File: config.mk
export PLATFORM = sky130hd
export DESIGN_NAME = rcwl_loader
export DESIGN_NICKNAME = d
export VERILOG_FILES = /design/src/rcwl_pkg.sv /design/src/rcwl_cfg_store.sv /design/src/rcwl_loader.sv
export SDC_FILE = /design/constraint.sdc
export NUM_CORES = 1
export LEC_CHECK = 0
export BUFFER_PORTS_ARGS = -buffer_cell sky130_fd_sc_hd__buf_2
export CAP_MARGIN = 20
export CORE_MARGIN = 5
export CORE_UTILIZATION = 45
export CTS_CLUSTER_DIAMETER = 120
export DETAILED_ROUTE_END_ITERATION = 10
export GPL_TIMING_DRIVEN = 1
export PLACE_DENSITY = 0.71
export REMOVE_ABC_BUFFERS = 1
export SYNTH_ARGS = -nofsm -noshare
export SYNTH_HDL_FRONTEND = slang
export SYNTH_SLANG_ARGS = --single-unit
File: constraint.sdc
create_clock -name sys_clk_i -period 3.1 [get_ports sys_clk_i]
set_clock_uncertainty 0.05 [all_clocks]
set_input_delay 0.31 -clock sys_clk_i [delete_from_list [all_inputs] [get_ports sys_clk_i]]
set_output_delay 0.31 -clock sys_clk_i [all_outputs]
set_load 0.01 [all_outputs]
File: src/rcwl_pkg.sv
/*
  Constants shared by the configuration word loader: flash addresses of the
  configuration words, configuration space bounds, word layout and states.
  Assumes a 24-bit program word and word-granular flash addressing.
*/
`default_nettype none
package rcwl_pkg;
  localparam int RCWL_ADDR_W = 24;
  localparam int RCWL_WORD_W = 24;
  localparam int RCWL_CFG_W = 16;
  localparam int RCWL_NWORDS = 3;
  localparam logic [RCWL_ADDR_W-1:0] RCWL_CW1_ADDR = 24'h00_ABFE;
  localparam logic [RCWL_ADDR_W-1:0] RCWL_CW2_ADDR = 24'h00_ABFC;
  localparam logic [RCWL_ADDR_W-1:0] RCWL_CW3_ADDR = 24'h00_ABFA;
  localparam logic [RCWL_ADDR_W-1:0] RCWL_CFG_SPACE_LO = 24'h80_0000;
  localparam logic [RCWL_ADDR_W-1:0] RCWL_CFG_BITS_BASE = 24'hF8_0000;
  localparam logic [RCWL_ADDR_W-1:0] RCWL_CFG_SPACE_HI = 24'hFF_FFFF;
  localparam logic [RCWL_CFG_W-1:0] RCWL_CFG_RESET = 16'hFFFF;
  localparam logic [RCWL_CFG_W-1:0] RCWL_ERASED = 16'h0000;
  localparam logic [1:0] RCWL_IDX_LAST = 2'h2;
  localparam logic [1:0] RCWL_IDX_FIRST = 2'h0;
  localparam int RCWL_PROT_BIT = 0;
  typedef enum logic [3:0] {
    RCWL_S_REQ  = 4'b0001,
    RCWL_S_WAIT = 4'b0010,
    RCWL_S_DONE = 4'b0100,
    RCWL_S_IDLE = 4'b1000
  } rcwl_state_type;
endpackage
`default_nettype wire

File: src/rcwl_cfg_store.sv
/*
  Three-entry volatile store for unpacked configuration registers, with
  registered read data. Assumes one writer and one reader on sys_clk_i.
*/
`timescale 1ns/1ps
`default_nettype none
module rcwl_cfg_store
  import rcwl_pkg::*;
(
  input wire logic sys_clk_i, // System clock
  input wire logic rst_i, // Synchronous reset
  input wire logic wr_en_i, // Write strobe
  input wire logic [1:0] wr_idx_i, // Write entry
  input wire logic [RCWL_CFG_W-1:0] wr_data_i, // Write data
  input wire logic [1:0] rd_idx_i, // Read entry
  output logic [RCWL_CFG_W-1:0] rd_data_o // Registered read data
);
  logic [RCWL_CFG_W-1:0] mem [RCWL_NWORDS];
  logic [RCWL_CFG_W-1:0] next_mem [RCWL_NWORDS];
  logic [RCWL_CFG_W-1:0] next_rd_data;

  always_comb begin
    next_mem = mem;
    if (wr_en_i) begin
      next_mem[wr_idx_i] = wr_data_i;
    end
    next_rd_data = mem[rd_idx_i];
  end

  // Contents are lost on reset too, so stale values never outlive a reload
  always_ff @(posedge sys_clk_i) begin
    if (rst_i) begin
      for (int i = 0; i < RCWL_NWORDS; i++) begin
        mem[i] <= RCWL_CFG_RESET;
      end
      rd_data_o <= RCWL_CFG_RESET;
    end else begin
      mem <= next_mem;
      rd_data_o <= next_rd_data;
    end
  end
endmodule // rcwl_cfg_store
`default_nettype wire

File: src/rcwl_loader.sv
/*
  Reset configuration word loader: on every reset it reads the three flash
  configuration words, unpacks their low 16 bits into configuration
  registers and holds the system in reset until done. Also serves table
  reads of configuration space. Assumes the flash answers a read request
  with a one-cycle valid pulse, from the same clock.
*/
`timescale 1ns/1ps
`default_nettype none
// Behaviour
// Programmed configuration bits read zero, unprogrammed read one, as stored.
// Configuration bits map into configuration space from word address F80000h.
// Configuration space 800000h-FFFFFFh answers only table reads, not fetches.
// Configuration registers are volatile, lost at power loss, rebuilt each reset.
// Every reset of any type copies the three flash words into registers.
// Packed word images are unpacked across separate configuration register outputs.
// Words one, two, three are fetched from ABFEh, ABFCh, ABFAh.
// Upper byte of each word has no bits behind it; ignored.
// Software should fill upper bytes with ones so they decode as no-ops.
// Erasing the last page clears the words, enabling code protection next load.
// Software should reserve word locations and avoid erasing the last page.
// System reset is held until all three words are loaded and unpacked.
module rcwl_loader
  import rcwl_pkg::*;
(
  input wire logic sys_clk_i, // System clock, 250 MHz
  input wire logic rst_i, // Any device reset, synchronous
  output logic fl_rd_req_o, // Flash read request
  output logic [RCWL_ADDR_W-1:0] fl_rd_addr_o, // Flash word address
  input wire logic fl_rd_valid_i, // Flash read data valid pulse
  input wire logic [RCWL_WORD_W-1:0] fl_rd_data_i, // Flash read data
  input wire logic tbl_rd_i, // Table read strobe
  input wire logic fetch_i, // Instruction fetch or data access strobe
  input wire logic [RCWL_ADDR_W-1:0] acc_addr_i, // Access address
  output logic [RCWL_CFG_W-1:0] tbl_data_o, // Table read data
  output logic tbl_valid_o, // Table read data valid
  output logic cfg_fault_o, // Fetch hit configuration space
  output logic [RCWL_CFG_W-1:0] cfg_word1_o, // Unpacked configuration word 1
  output logic [RCWL_CFG_W-1:0] cfg_word2_o, // Unpacked configuration word 2
  output logic [RCWL_CFG_W-1:0] cfg_word3_o, // Unpacked configuration word 3
  output logic code_prot_o, // Code protection active
  output logic sys_rst_o // Reset held to the rest of the device
);
  rcwl_state_type state, next_state;
  logic [1:0] idx, next_idx;
  logic [RCWL_CFG_W-1:0] w1, w2, w3, next_w1, next_w2, next_w3;
  logic [1:0] rd_idx;
  logic tbl_pend, next_tbl_pend;
  logic fault, next_fault;
  logic [RCWL_CFG_W-1:0] store_q;

  function automatic logic [RCWL_ADDR_W-1:0] word_addr(input logic [1:0] i);
    if (i == 2'h0) begin
      word_addr = RCWL_CW1_ADDR;
    end else if (i == 2'h1) begin
      word_addr = RCWL_CW2_ADDR;
    end else begin
      word_addr = RCWL_CW3_ADDR;
    end
  endfunction

  function automatic logic in_cfg_space(input logic [RCWL_ADDR_W-1:0] a);
    in_cfg_space = (a >= RCWL_CFG_SPACE_LO) && (a <= RCWL_CFG_SPACE_HI);
  endfunction

  always_comb begin
    next_state = state;
    next_idx = idx;
    next_w1 = w1;
    next_w2 = w2;
    next_w3 = w3;
    case (state)
      RCWL_S_REQ: begin
        next_state = RCWL_S_WAIT;
      end
      RCWL_S_WAIT: begin
        if (fl_rd_valid_i) begin
          // Upper byte dropped: no configuration bits live there
          if (idx == 2'h0) next_w1 = fl_rd_data_i[RCWL_CFG_W-1:0];
          if (idx == 2'h1) next_w2 = fl_rd_data_i[RCWL_CFG_W-1:0];
          if (idx == RCWL_IDX_LAST) next_w3 = fl_rd_data_i[RCWL_CFG_W-1:0];
          if (idx == RCWL_IDX_LAST) begin
            next_state = RCWL_S_DONE;
          end else begin
            next_idx = idx + 2'h1;
            next_state = RCWL_S_REQ;
          end
        end
      end
      RCWL_S_DONE: begin
        next_state = RCWL_S_IDLE;
      end
      RCWL_S_IDLE: begin
        next_state = RCWL_S_IDLE;
      end
      default: begin
        next_state = RCWL_S_REQ;
      end
    endcase
  end

  // Every reset restarts the load; registers are volatile
  always_ff @(posedge sys_clk_i) begin
    if (rst_i) begin
      state <= RCWL_S_REQ;
      idx <= RCWL_IDX_FIRST;
      w1 <= RCWL_CFG_RESET;
      w2 <= RCWL_CFG_RESET;
      w3 <= RCWL_CFG_RESET;
    end else begin
      state <= next_state;
      idx <= next_idx;
      w1 <= next_w1;
      w2 <= next_w2;
      w3 <= next_w3;
    end
  end

  assign fl_rd_req_o = (state == RCWL_S_REQ);
  assign fl_rd_addr_o = word_addr(idx);
  assign sys_rst_o = (state != RCWL_S_IDLE);

  // Bits keep their stored polarity: programmed 0, unprogrammed 1
  assign cfg_word1_o = w1;
  assign cfg_word2_o = w2;
  assign cfg_word3_o = w3;
  // Erased words read all zero, which turns protection on
  assign code_prot_o = ~w1[RCWL_PROT_BIT];

  // Table reads of configuration space; index taken from the low bits
  always_comb begin
    next_tbl_pend = 1'b0;
    next_fault = 1'b0;
    rd_idx = 2'h0;
    if (acc_addr_i >= RCWL_CFG_BITS_BASE) begin
      rd_idx = (acc_addr_i[2:1] > RCWL_IDX_LAST) ? RCWL_IDX_LAST : acc_addr_i[2:1];
    end
    if (!sys_rst_o && tbl_rd_i && in_cfg_space(acc_addr_i)) begin
      next_tbl_pend = 1'b1;
    end
    if (!sys_rst_o && fetch_i && in_cfg_space(acc_addr_i)) begin
      next_fault = 1'b1;
    end
  end

  always_ff @(posedge sys_clk_i) begin
    if (rst_i) begin
      tbl_pend <= 1'b0;
      fault <= 1'b0;
    end else begin
      tbl_pend <= next_tbl_pend;
      fault <= next_fault;
    end
  end

  rcwl_cfg_store u_store (
    .sys_clk_i(sys_clk_i),
    .rst_i(rst_i),
    .wr_en_i(state == RCWL_S_WAIT && fl_rd_valid_i),
    .wr_idx_i(idx),
    .wr_data_i(fl_rd_data_i[RCWL_CFG_W-1:0]),
    .rd_idx_i(rd_idx),
    .rd_data_o(store_q)
  );

  assign tbl_valid_o = tbl_pend;
  assign tbl_data_o = tbl_pend ? store_q : RCWL_ERASED;
  assign cfg_fault_o = fault;
endmodule // rcwl_loader
`default_nettype wire

==> flow_summary.toml <==
[worst_setup_path]
cp-end-kind = "flip-flop"
path_cells = "or2_1, nor4_4, buf_4, mux2i_1"
reg2reg_depth = 4
crit_slowest_cell = "buf_4"
cp.buffers_inverters = 1
cp.depth = 4
required_ns = 3.48
cp.arrival_ns = 2.36
path_delay_family = "simple AND/OR/NAND/NOR gates"
startpoint_type = "flip-flop"
crit_fanout = 32
crit_type = "flip-flop to flip-flop"
worst_path_largest_cell_delay_ns = 0.53

[global_routing]
top_usage_layer = "met2"
met2_usage_pct = 27.9
met1_usage_pct = 19.6
track_usage_pct = 16.4
first_global_vias = 3588
antenna_found_initial = 0
grt_pass1_wl_um = 17100
overflow = 0
met3_usage_pct = 3.86
grt_max_degree = 70

[floorplan]
start_util_pct = 45.5
fp.dieW_um = 114
die_area_um2 = 13100
die_y_um = 114
core_area_um2 = 10800
io_pins = 146
row_count = 38

[synthesis]
syn_area_um2 = 4910
syn_inst = 494
synth-simple-area-share_pct = 17.7
yosysTopAreaCell = "dfxtp_1"
yosys_warnings = 0
synthAdderAreaFrac_pct = 1.02
synth_top_area_share_pct = 48.9
synth_area_leaders = "dfxtp_1 (49%), mux2i_1 (20%), nor2_1 (8.9%)"
ys_ff_latch = 120
syn_area_per_cell_um2 = 9.94
synth-compound-area-share_pct = 3.87
yosysSeqAreaShare_pct = 48.9
synth_top_family_by_area = "multiplexers"
yosys.area_share.xor_xnor_pct = 0.357
synth.distinct_cells = 32
synthMuxAreaShare_pct = 20.2

[worst_hold_path]
min_path_cells = 2
hp-class = "input port to flip-flop"

[clocking]
hold_buffers = 2
root_buffer = "clkbuf_8"
cts.sinks = 120
cts_buffers = 17
worstSkewPairLatency_ns = 0.51
cts_tree = "built"
cts_setup_buffers = 0
clkTransAtPathRegs_ns = 0.06
h-tree-depth = 4
post_cts_resized = 0
cts_buffer_depth = 2

[drt]
final_antenna_net_count = 0
route.detailed.drc = 0
wl_per_cell_um = 14.3
vias_per_cell = 4.93
first_pass_iters = 5
vias = 3635
postRouteWirelength_um = 10500
drtIter0Drc = 149

[finish]
final_cell_mix = "dfxtp_1 (120), nor2_1 (117), mux2i_1 (98)"
multiInputGateArea_um2 = 2210
stdcell_count = 737
final_common_cell = "dfxtp_1"
area_growth_pct = 22.6
regArea_um2 = 2400
antenna_cells = 0
fill_cells = 947
nets = 641
final_layout_size_suffix_gt1_share_pct = 23.8

[run]
maxCapViolations = 0

[power]
total_power_w = 0.00381
peakVddDrop_mv = 0.281
p_leak_nw = 2.26
power_density_nw_per_um2 = 633

[outcome]
status = "completed"

[sta]
timing.final.crit_share_pct = 63.9
rsz0062_at_grt = "no"
worstMarginPinSlew_ns = 0.691
min_period_ns = 1.98
slew_headroom_pct = 54.0
setup_tns_ns = 0
setup_violations = 0
hold_violations = 0
maxSlewViolCount = 0
fmax_mhz = 504

[place]
port_buffers = 98
dp_cells = 703
dpl.hpwl_um = 6650
gp_congestion = 0.756
-- final timing paths --
path	startpoint	end	slack, ns
worst min-delay path	acc_addr_i[23]	cfg_fault_o	0.04
worst min register to register	idx[1]	idx[1]	0.45
worst max-delay path	state[2]	cfg_word2_o[14]	1.12
worst max register to register	state[2]	cfg_word2_o[14]	1.12
-- flip-flops by register name, indices dropped and copies added (netlist names) --
| name | flops |
|---|---|
| cfg_word2_o | 16 |
| u_store.mem | 48 |
| cfg_word1_o | 16 |
| u_store.rd_data_o | 16 |
| cfg_word3_o | 16 |
| tbl_valid_o | 1 |
| cfg_fault_o | 1 |
| idx | 2 |
| state | 4 |
-- logic make-up after synthesis --
| logic type | after synthesis |
|---|---|
| AOI/OAI and AO/OA | 33 |
| xor gates and xnor gates | 2 |
| adders and majority gates | 4 |
| buffers and inverters | 63 |
| DFF | 120 |
| muxes | 99 |
| other | 2 |
| and+or+nand+nor | 171 |
-- routing by layer --
layer / wire length, um / share of wire [%]
met4: 184 / 1.7
met3: 597 / 5.7
met5: 0 / 0
met1: 4510 / 43
met2: 5240 / 50
-- area by class of cell --
class / instances / area share [%]
timing repair buffer: 107 / 9.60
sequential: 120 / 39.9
clock inverter: 14 / 3.28
inverter: 7 / 0.436
multi-input combinational: 331 / 36.8
tap: 140 / 2.91
clock buffer: 18 / 7.11
-- synthesized netlist by cell type --
library cell	instances
buf_4	25
a21oi_1	16
nor2_1	117
nor4_1	2
nand2b_1	2
dfxtp_1	120
a311o_1	1
nor4b_1	1
ha_1	4
and3b_1	16
conb_1	2
mux2i_1	98
mux2_1	1
nand4_1	1
and2_1	16
clkbuf_1	23
nor3_1	1
or3_1	1
buf_6	7
nand4b_1	1
nor2_2	1
nor4bb_1	2
o22ai_1	16
or2_1	1
nand3b_1	2
nor4_4	2
or2_0	1
nand2_1	2
buf_2	1
xnor2_1	2
nor4_2	2
inv_1	7
-- stage by stage --
stage / hold WS, ns / setup WS, ns / cell area (um^2) / utilization [%]
6_report: 0.0424 / 1.12 / 6020 / 55.8
5_1_grt: 0.0309 / 0.972 / 6020 / 55.8
4_1_cts: 0.0142 / 1.10 / 6020 / 55.8
3_5_place_dp: 0.435 / 1.09 / 5380 / 49.8
3_3_place_gp: 0.424 / 1.10 / 5380 / 49.8
2_1_floorplan: 0.336 / 0.453 / 4630 / -
-- power breakdown --
part	switching [W]	internal, W	total, W
logic	0.000123	0.0000737	0.000197
clock network	0.000706	0.00133	0.00204
registers	0.0000140	0.00156	0.00158
total	0.000844	0.00297	0.00381
No activity file was read; power rests on OpenSTA's default activity.
